$ cat config.mk
export PLATFORM = sky130hd
export DESIGN_NAME = sram_host_ctrl
export DESIGN_NICKNAME = d
export VERILOG_FILES = /design/src/inc/sram_host_pkg.sv /design/src/hw/sram_host_ctrl.sv
export SDC_FILE = /design/constraint.sdc
export NUM_CORES = 1
export LEC_CHECK = 0
export BUFFER_PORTS_ARGS = -buffer_cell sky130_fd_sc_hd__buf_2
export CAP_MARGIN = 20
export CORE_ASPECT_RATIO = 0.8
export CORE_UTILIZATION = 43
export DETAILED_ROUTE_END_ITERATION = 7
export PLACE_DENSITY = 0.76
export SLEW_MARGIN = 20
export SYNTH_ARGS = -nofsm -noshare
export SYNTH_HDL_FRONTEND = slang
export SYNTH_SLANG_ARGS = --single-unit
$ cat constraint.sdc
create_clock -name clk_in -period 1.7 [get_ports clk_in]
set_input_delay 0 -clock clk_in [delete_from_list [all_inputs] [get_ports clk_in]]
set_output_delay 0 -clock clk_in [all_outputs]
set_load 0.05 [all_outputs]
$ cat src/inc/sram_host_pkg.sv
// Package for the asynchronous static memory host controller.
// Assumes a 50 MHz system clock; all times below are in ns.
package sram_host_pkg;

  localparam int unsigned CLK_PERIOD_NS = 20;
  localparam int unsigned ADDR_W        = 16;
  localparam int unsigned DATA_W        = 16;
  localparam int unsigned LANE_W        = 8;

  // Faster grade figures
  localparam int unsigned READ_CYCLE_MIN_NS         = 150;
  localparam int unsigned ADDRESS_ACCESS_DELAY_NS   = 150;
  localparam int unsigned WRITE_PULSE_MIN_NS        = 100;
  localparam int unsigned WRITE_DATA_LEAD_TIME_NS   = 60;
  localparam int unsigned STROBE_TO_OUTPUT_FLOAT_NS = 40;
  localparam int unsigned STROBE_HIGH_TO_LOWZ_NS    = 5;
  localparam int unsigned DESELECT_TO_RETENTION_NS  = 0;
  localparam int unsigned RETENTION_RECOVERY_NS     = READ_CYCLE_MIN_NS;

  // Least times round up to whole cycles, never below one
  function automatic int unsigned ns_to_cycles(input int unsigned ns);
    int unsigned c;
    c = (ns + CLK_PERIOD_NS - 1) / CLK_PERIOD_NS;
    return (c < 1) ? 1 : c;
  endfunction : ns_to_cycles

  localparam int unsigned READ_CYCLES     = ns_to_cycles(ADDRESS_ACCESS_DELAY_NS);
  localparam int unsigned READ_CYCLE_MIN  = ns_to_cycles(READ_CYCLE_MIN_NS);
  localparam int unsigned WRITE_CYCLES    = ns_to_cycles(WRITE_PULSE_MIN_NS);
  localparam int unsigned WRITE_OE_CYCLES =
    ns_to_cycles(STROBE_TO_OUTPUT_FLOAT_NS + STROBE_HIGH_TO_LOWZ_NS + WRITE_PULSE_MIN_NS);
  localparam int unsigned DATA_LEAD_CYCLES = ns_to_cycles(WRITE_DATA_LEAD_TIME_NS);
  localparam int unsigned RECOVERY_CYCLES  = ns_to_cycles(RETENTION_RECOVERY_NS);
  localparam int unsigned RETENTION_LEAD_CYCLES = ns_to_cycles(DESELECT_TO_RETENTION_NS);
  localparam int unsigned CNT_W = 4;

  typedef enum logic [2:0] {
    ST_IDLE    = 3'b000,
    ST_READ    = 3'b001,
    ST_WRITE   = 3'b010,
    ST_GAP     = 3'b011,
    ST_RETAIN  = 3'b100,
    ST_RECOVER = 3'b101
  } host_state_e;

  typedef struct packed {
    logic                write;
    logic [1:0]          lane_n;  // [1] upper, [0] lower, active low
    logic [ADDR_W-1:0]   addr;
    logic [DATA_W-1:0]   wdata;
  } host_req_s;

  typedef struct packed {
    logic                chip_select_n;
    logic                write_strobe_n;
    logic                output_gate_n;
    logic                upper_lane_enable_n;
    logic                lower_lane_enable_n;
  } sram_ctl_s;

  localparam sram_ctl_s CTL_IDLE = '{1'b1, 1'b1, 1'b1, 1'b1, 1'b1};

endpackage : sram_host_pkg

$ cat src/hw/sram_host_ctrl.sv
// Host controller driving an asynchronous 64K x 16 static memory with byte lanes.
// Assumes user requests synchronous to clk_in; memory pins routed straight out.
`timescale 1ns/1ps

// Notes on behaviour
// - Address changes only with strobe, lanes or select inactive.
// - Host drives data only with gate high, as soon as one cycle (20 ns) after a read's gate rises.
// - Gate held high during write, so strobe is not stretched by float plus re-enable delay.
// - Successive reads spaced by at least the read cycle time.
// - Strobe low at least 100 ns, data valid 60 ns before end.
// - Select high before retention; wait a read cycle after recovery.
// - Address valid no later than select or lanes falling.
module sram_host_ctrl
  import sram_host_pkg::*;
(
  input  wire logic                              clk_in,
  input  wire logic                              rst_b_in,
  input  wire logic                              req_valid_in,
  input  wire sram_host_pkg::host_req_s          req_in,
  input  wire logic                              retain_in,
  output logic                                   req_ready_out,
  output logic                                   rdata_valid_out,
  output logic [sram_host_pkg::DATA_W-1:0]       rdata_out,
  output logic                                   retained_out,
  output logic [sram_host_pkg::ADDR_W-1:0]       word_address_out,
  output sram_host_pkg::sram_ctl_s               ctl_out,
  input  wire logic [sram_host_pkg::DATA_W-1:0]  data_in,
  output logic [sram_host_pkg::DATA_W-1:0]       data_out,
  output logic [sram_host_pkg::DATA_W-1:0]       data_oe_out
);
  import sram_host_pkg::*;

  host_state_e             state_reg;
  logic [CNT_W-1:0]        cnt_reg;
  logic                    wr_gate_reg;
  logic [1:0]              lane_n_reg;

  // Lane mask to per-bit output enable
  function automatic logic [DATA_W-1:0] lane_bits(input logic [1:0] lane_n);
    return {{LANE_W{~lane_n[1]}}, {LANE_W{~lane_n[0]}}};
  endfunction : lane_bits

  //////////////////////////////////////////////////////////////////////////////
  // Sequencer
  always_ff @(posedge clk_in or negedge rst_b_in) begin
    if (!rst_b_in) begin
      state_reg   <= ST_IDLE;
      cnt_reg     <= '0;
      wr_gate_reg <= 1'b0;
      lane_n_reg  <= 2'b11;
    end else begin
      case (state_reg)
        ST_IDLE: begin
          if (retain_in) begin
            state_reg <= ST_RETAIN;
          end else if (req_valid_in && (req_in.lane_n != 2'b11)) begin
            lane_n_reg  <= req_in.lane_n;
            wr_gate_reg <= 1'b0;
            if (req_in.write) begin
              state_reg <= ST_WRITE;
              cnt_reg   <= CNT_W'(WRITE_CYCLES - 1);
            end else begin
              state_reg <= ST_READ;
              cnt_reg   <= CNT_W'(READ_CYCLE_MIN - 1);
            end
          end
        end
        ST_READ: begin
          if (cnt_reg == '0) begin
            state_reg <= ST_IDLE;
          end else begin
            cnt_reg <= cnt_reg - 1'b1;
          end
        end
        ST_WRITE: begin
          if (cnt_reg == '0) begin
            state_reg <= ST_GAP;
            cnt_reg   <= CNT_W'(READ_CYCLE_MIN - WRITE_CYCLES);
          end else begin
            cnt_reg <= cnt_reg - 1'b1;
          end
        end
        ST_GAP: begin
          if (cnt_reg <= 1) begin
            state_reg <= ST_IDLE;
          end else begin
            cnt_reg <= cnt_reg - 1'b1;
          end
        end
        ST_RETAIN: begin
          if (!retain_in) begin
            state_reg <= ST_RECOVER;
            cnt_reg   <= CNT_W'(RECOVERY_CYCLES - 1);
          end
        end
        ST_RECOVER: begin
          if (cnt_reg == '0) begin
            state_reg <= ST_IDLE;
          end else begin
            cnt_reg <= cnt_reg - 1'b1;
          end
        end
        default: begin
          state_reg <= ST_IDLE;
        end
      endcase
    end
  end

  //////////////////////////////////////////////////////////////////////////////
  // Memory pins; address latched only while idle with all strobes high
  always_ff @(posedge clk_in or negedge rst_b_in) begin
    if (!rst_b_in) begin
      word_address_out <= '0;
      ctl_out          <= CTL_IDLE;
      data_out         <= '0;
      data_oe_out      <= '0;
    end else begin
      ctl_out     <= CTL_IDLE;
      data_oe_out <= '0;
      if (state_reg == ST_IDLE && !retain_in && req_valid_in && (req_in.lane_n != 2'b11)) begin
        word_address_out <= req_in.addr;
        data_out         <= req_in.wdata;
        ctl_out.chip_select_n       <= 1'b0;
        ctl_out.upper_lane_enable_n <= req_in.lane_n[1];
        ctl_out.lower_lane_enable_n <= req_in.lane_n[0];
        if (req_in.write) begin
          // Gate held high so the memory never drives during the write
          ctl_out.write_strobe_n <= 1'b0;
          data_oe_out            <= lane_bits(req_in.lane_n);
        end else begin
          ctl_out.output_gate_n <= 1'b0;
        end
      end else if (state_reg == ST_READ && cnt_reg != '0) begin
        ctl_out.chip_select_n       <= 1'b0;
        ctl_out.output_gate_n       <= 1'b0;
        ctl_out.upper_lane_enable_n <= lane_n_reg[1];
        ctl_out.lower_lane_enable_n <= lane_n_reg[0];
      end else if (state_reg == ST_WRITE && cnt_reg != '0) begin
        ctl_out.chip_select_n       <= 1'b0;
        ctl_out.write_strobe_n      <= 1'b0;
        ctl_out.upper_lane_enable_n <= lane_n_reg[1];
        ctl_out.lower_lane_enable_n <= lane_n_reg[0];
        data_oe_out                 <= lane_bits(lane_n_reg);
      end
    end
  end

  //////////////////////////////////////////////////////////////////////////////
  // User side status
  always_ff @(posedge clk_in or negedge rst_b_in) begin
    if (!rst_b_in) begin
      req_ready_out   <= 1'b0;
      rdata_valid_out <= 1'b0;
      rdata_out       <= '0;
      retained_out    <= 1'b0;
    end else begin
      req_ready_out   <= (state_reg == ST_IDLE) && !(req_valid_in || retain_in);
      retained_out    <= (state_reg == ST_RETAIN);
      rdata_valid_out <= 1'b0;
      // Sample at the start of the last selected cycle, 140 ns after select, short of the 150 ns access delay
      if (state_reg == ST_READ && cnt_reg == CNT_W'(1)) begin
        rdata_out       <= data_in & lane_bits(lane_n_reg);
        rdata_valid_out <= 1'b1;
      end
    end
  end

endmodule : sram_host_ctrl

# After elaboration in Yosys (flattened, before gate mapping)
# Index checks and enable logic that the tools add are counted.
# op_classes
addsub	1
magnitude_cmp	1
eq_ne	16
n_mux	30
bitwise_logic	6
n_reduce_logical	19
# op_table
cell	count
two-way mux 16 bit	4
two-way mux 4 bit	6
case mux 4 bit (5 select lines)	1
two-way mux 3 bit	6
bitwise AND 16 bit	1
inequality test 2 bit, second input constant	8
case mux 3 bit (5 select lines)	1
two-way mux 2 bit	5
logical AND 1 bit	8
equality test 3 x 2 -> 1 bit, second input constant	2
equality test 3 bit, second input constant	2
two-way mux 1 bit	6
AND reduction 6 bit	1
two-way mux 5 bit	1
NOT 1 bit	5
AND reduction 5 bit	1
nonzero test 5 bit	1
equality test 4 x 1 -> 1 bit, second input constant	1
<= comparator 4 x 1 -> 1 bit, second input constant	1
logical NOT 4 bit	1
nonzero test 4 bit	1
subtractor 4 x 1 -> 4 bit, second input constant	1
equality test 3 x 1 -> 1 bit, second input constant	1
logical NOT 3 bit	1
6 further kinds	7
# word_totals
register_bits	81
input_bits	55
elab_cells	88

# Logic depth before layout (Yosys ltp)
# logic_depth
ltp_word	5
ltp_mapped	7

# Worst setup path after synthesis
# Ideal clock, no wire load.
# synth_path
kind	register to register
start	register cnt_reg[0]
end	register cnt_reg[0]
t_arrival_ps	1717
slack_ps	-145
path_stages_with_launch	8
synth_period_minus_slack_ps	1845
cell_sequence	dfrtp_1 inv_1 ha_1 or3b_1 buf_6 o221ai_4 nor3_2 mux2_1
# synth_between
elab_chain_cells	3
# synth_lines
element	line_no	rtl
from (decl)	sram_host_ctrl.sv:34	logic [CNT_W-1:0] cnt_reg;
from (signal assigned)	sram_host_ctrl.sv:61	cnt_reg <= CNT_W'(WRITE_CYCLES - 1);
from (signal assigned)	sram_host_ctrl.sv:64	cnt_reg <= CNT_W'(READ_CYCLE_MIN - 1);
from (signal assigned)	sram_host_ctrl.sv:72	cnt_reg <= cnt_reg - 1'b1;
subtractor 4 x 1 -> 4 bit, or another cell as far along	-	
two-way mux 4 bit, or another cell as far along	sram_host_ctrl.sv:69, sram_host_ctrl.sv:97	
case mux 4 bit (5 select lines) or AND reduction 6 bit (tied branches)	-	
# Parallel ways exist; a longest one is shown, timed or not. The select of a mux whose other input is x is not followed.
# A chain may end at the register's enable or synchronous reset.

# Worst setup path after layout
# layout_path
start	register cnt_reg[0]
end	register cnt_reg[1]
# The elaborated chain is that of the path after synthesis.

==> qor.csv <==
stage,metric,value,unit
die,die_h,77.0,µm
setup_path,worstPathRequired,1.93,ns
hold_path,hp-class,primary input to flop,
setup_path,critPathLaunch,cnt_reg[0]$_DFFE_PN0P_,
drt,finalWirelength,7.21,mm
cts,htree_levels,3,
cts,cts_tree,built,
layout,nNetsFinal,473,
grt,grt_use_total,21.0,%
power_and_ir_drop,power_density,2010,nW/µm²
synth,yosysMostFrequentCell,dfrtp_1,
grt,grt_pass1_wl,11.4,mm
layout,antenna_cells,0,
power_and_ir_drop,p_leak,2.24,nW
setup_path,cp_max_fo,3,
synth,synth_top_area_cell,dfrtp_1,
synth,synth_area,3020,µm²
grt,grt_max_degree,45,
sta,hold_viol_final,0,
synth,synth_top_area_share,49.7,%
cts,cts_root_buffer,clkbuf_8,
synth,synth_area_per_cell,13.0,µm²
grt,grt_overflow,0,
setup_path,critical_path.endpoint_type,flop,
die,rows,26,
synth,synthTopCellsByCount,"dfrtp_1 (60), mux2_2 (49), nor2b_1 (18)",
drt,dr.first_iter.drc_count,105,
run,cap_violations,0,
synth,yosysWarnings,0,
cts,cts_made_buffers,9,
sta,finClkSkew,0.0123,ns
synth,ys_ff_latch,67,
drt,via_per_inst,4.84,
synth,synth_edf_count,0,
placed_design,place_area,3810,µm²
synth,yosys_most_used_dff,dfrtp_1,
run_status,violations,setup timing,
synth,seq_area_frac_synth,55.8,%
hold_path,worstHoldStart,data_in[7],
die,die-area,7370,µm²
placed_design,gp_congestion,0.806,
layout,reg.largest.list,"data_out: 16 flops, rdata_out: 16 flops, word_address_out: 16 flops",
cts,clock_latency,0.35,ns
cts,clockBufferDepth,2,
power_and_ir_drop,ir_worst_vdd,1200,µV
run_status,status,finished with violations,
synth,syn_nets,289,
cts,cts.sinks,67,
die,die_w,95.7,µm
sta,setup_viol_count_final,3,
sta,fmax,576,MHz
setup_path,r2r_start,cnt_reg[0]$_DFFE_PN0P_,
layout,finalInstanceArea,4500,µm²
synth,syn_inst,232,
sta,min_period_over_period,102,%
synth,async_reset_ff_share,100,%
placed_design,dpl.hpwl,4.81,mm
cts,clk_pin_slew,0.08,ns
drt,antenna_left,0,
sta,final_max_slew_viol_count,0,
die,io_pins,127,
sta,period_needed,1.74,ns
sta,worst_pin_slew,0.563,ns
drt,drc,0,
sta,slew_headroom,62.5,%
placed_design,io_buffers,126,
layout,synthToLayoutAreaGrowth,49.0,%
die,start_util,46.0,%
grt,grt_antenna_before_repair,0,
setup_path,worstPathArrival,1.97,ns
synth,synthTopCellsByArea,"dfrtp_1 (50%), mux2_2 (18%), dfstp_2 (6.1%)",
layout,layout-drive-gt1-share,58.2,%
setup_path,start_kind,flop,
setup_path,path_class,flop to flop,
sta,rsz0062_at_grt,yes,
drt,num_vias,2442,
synth,ys_types,45,
die,core_area,6570,µm²
placed_design,dp_cells,443,
sta,setup_ws,-0.0365,ns
drt,drt_first_pass_iters,4,
layout,instances_no_fill,505,
drt,wl_per_cell,14.3,µm
grt,grt_pass1_vias,2461,
==> power breakdown <==
part	total, mW	switching [mW]	internal [mW]
Combinational	4.92	3.30	1.63
Sequential	2.80	0.441	2.36
Clock	1.30	0.592	0.710
==> worst paths after layout <==
kind	endpoint	slack (ns)	depth (start not counted)
min in group asynchronous	word_address_out[13]$_DFFE_PN0P_	0.19	2
max in group asynchronous	ctl_out[1]$_DFF_PN1_	0.83	3
max	cnt_reg[1]$_DFFE_PN0P_	-0.04	6
min reg2reg	rdata_out[15]$_DFFE_PN0P_	0.50	1
max reg2reg	cnt_reg[1]$_DFFE_PN0P_	-0.04	6
min	rdata_out[7]$_DFFE_PN0P_	0.02	3
==> metal layers <==
| metal | vias to the layer above | share of wire, % | global-route usage [%] |
|---|---|---|---|
| li1 | 1161 | - | - |
| met1 | 1158 | 42 | 23.7 |
| met2 | 109 | 48 | 34.9 |
| met3 | 14 | 7.8 | 8.23 |
| met4 | 0 | 2.1 | 8.96 |
| met5 | - | 0 | 0 |
==> what timing repair did <==
action	in CTS	in global routing
setup buffers	1	2
endpoints found under the setup margin	9	50
hold buffers	43	0
resized for setup	5	9
hold endpoints to repair	67	0
pin swaps	2	2
==> cell type report <==
| type | instances | area (µm²) |
|---|---|---|
| fill | 501 | 2070 |
| sequential | 67 | 1690 |
| timing repair buffer | 195 | 1280 |
| multi-input combinational | 136 | 1200 |
| clock buffer | 11 | 141 |
| tap | 84 | 105 |
| clock inverter | 5 | 52.6 |
| inverter | 7 | 26.3 |
==> critical path: stages, from the launching register on <==
cell	delay (ns)
dfrtp_1	0.40
inv_1	0.07
ha_2	0.17
or3b_4	0.39
o221ai_4	0.22
nor3_4	0.07
mux2_4	0.31
==> stage by stage <==
step / power, mW / setup WS (ns) / utilization [%] / TNS (ns) / hold slack, ns
6_report: 9.03 / -0.0365 / 68.5 / -0.101 / 0.0181
5_1_grt: 9.54 / -0.117 / 68.5 / -0.360 / 0.00843
3_3_place_gp: 7.40 / -0.00596 / 57.9 / -0.00988 / 0.0190
4_1_cts: 9.02 / -0.0598 / 67.8 / -0.226 / 0.00148
3_5_place_dp: 7.51 / -0.0583 / 57.9 / -0.111 / 0.0309
2_1_floorplan: 6.20 / -0.0960 / - / -0.192 / -0.296
==> kinds of logic after synthesis <==
logic type / count (synthesis) / share of synthesized area [%]
muxes: 53 / 19.7
and+or+nand+nor: 56 / 11.5
buffers and inverters: 29 / 5.80
AOI/OAI and AO/OA: 25 / 6.38
adders and majority gates: 2 / 0.828
DFF: 67 / 55.8
==> cell usage in the layout (no fill, tap or decap), drive strengths merged, types with 4 or more instances in the layout <==
cell         instances
buf                152
clkbuf              11
dfrtp               60
dfstp                7
dlygate4sd3         43
inv                  7
mux2                51
nand2                4
nand2b               5
nor2                10
nor2b               18
nor3                 4
o21ai                5
(Power assumes the default switching activity.)
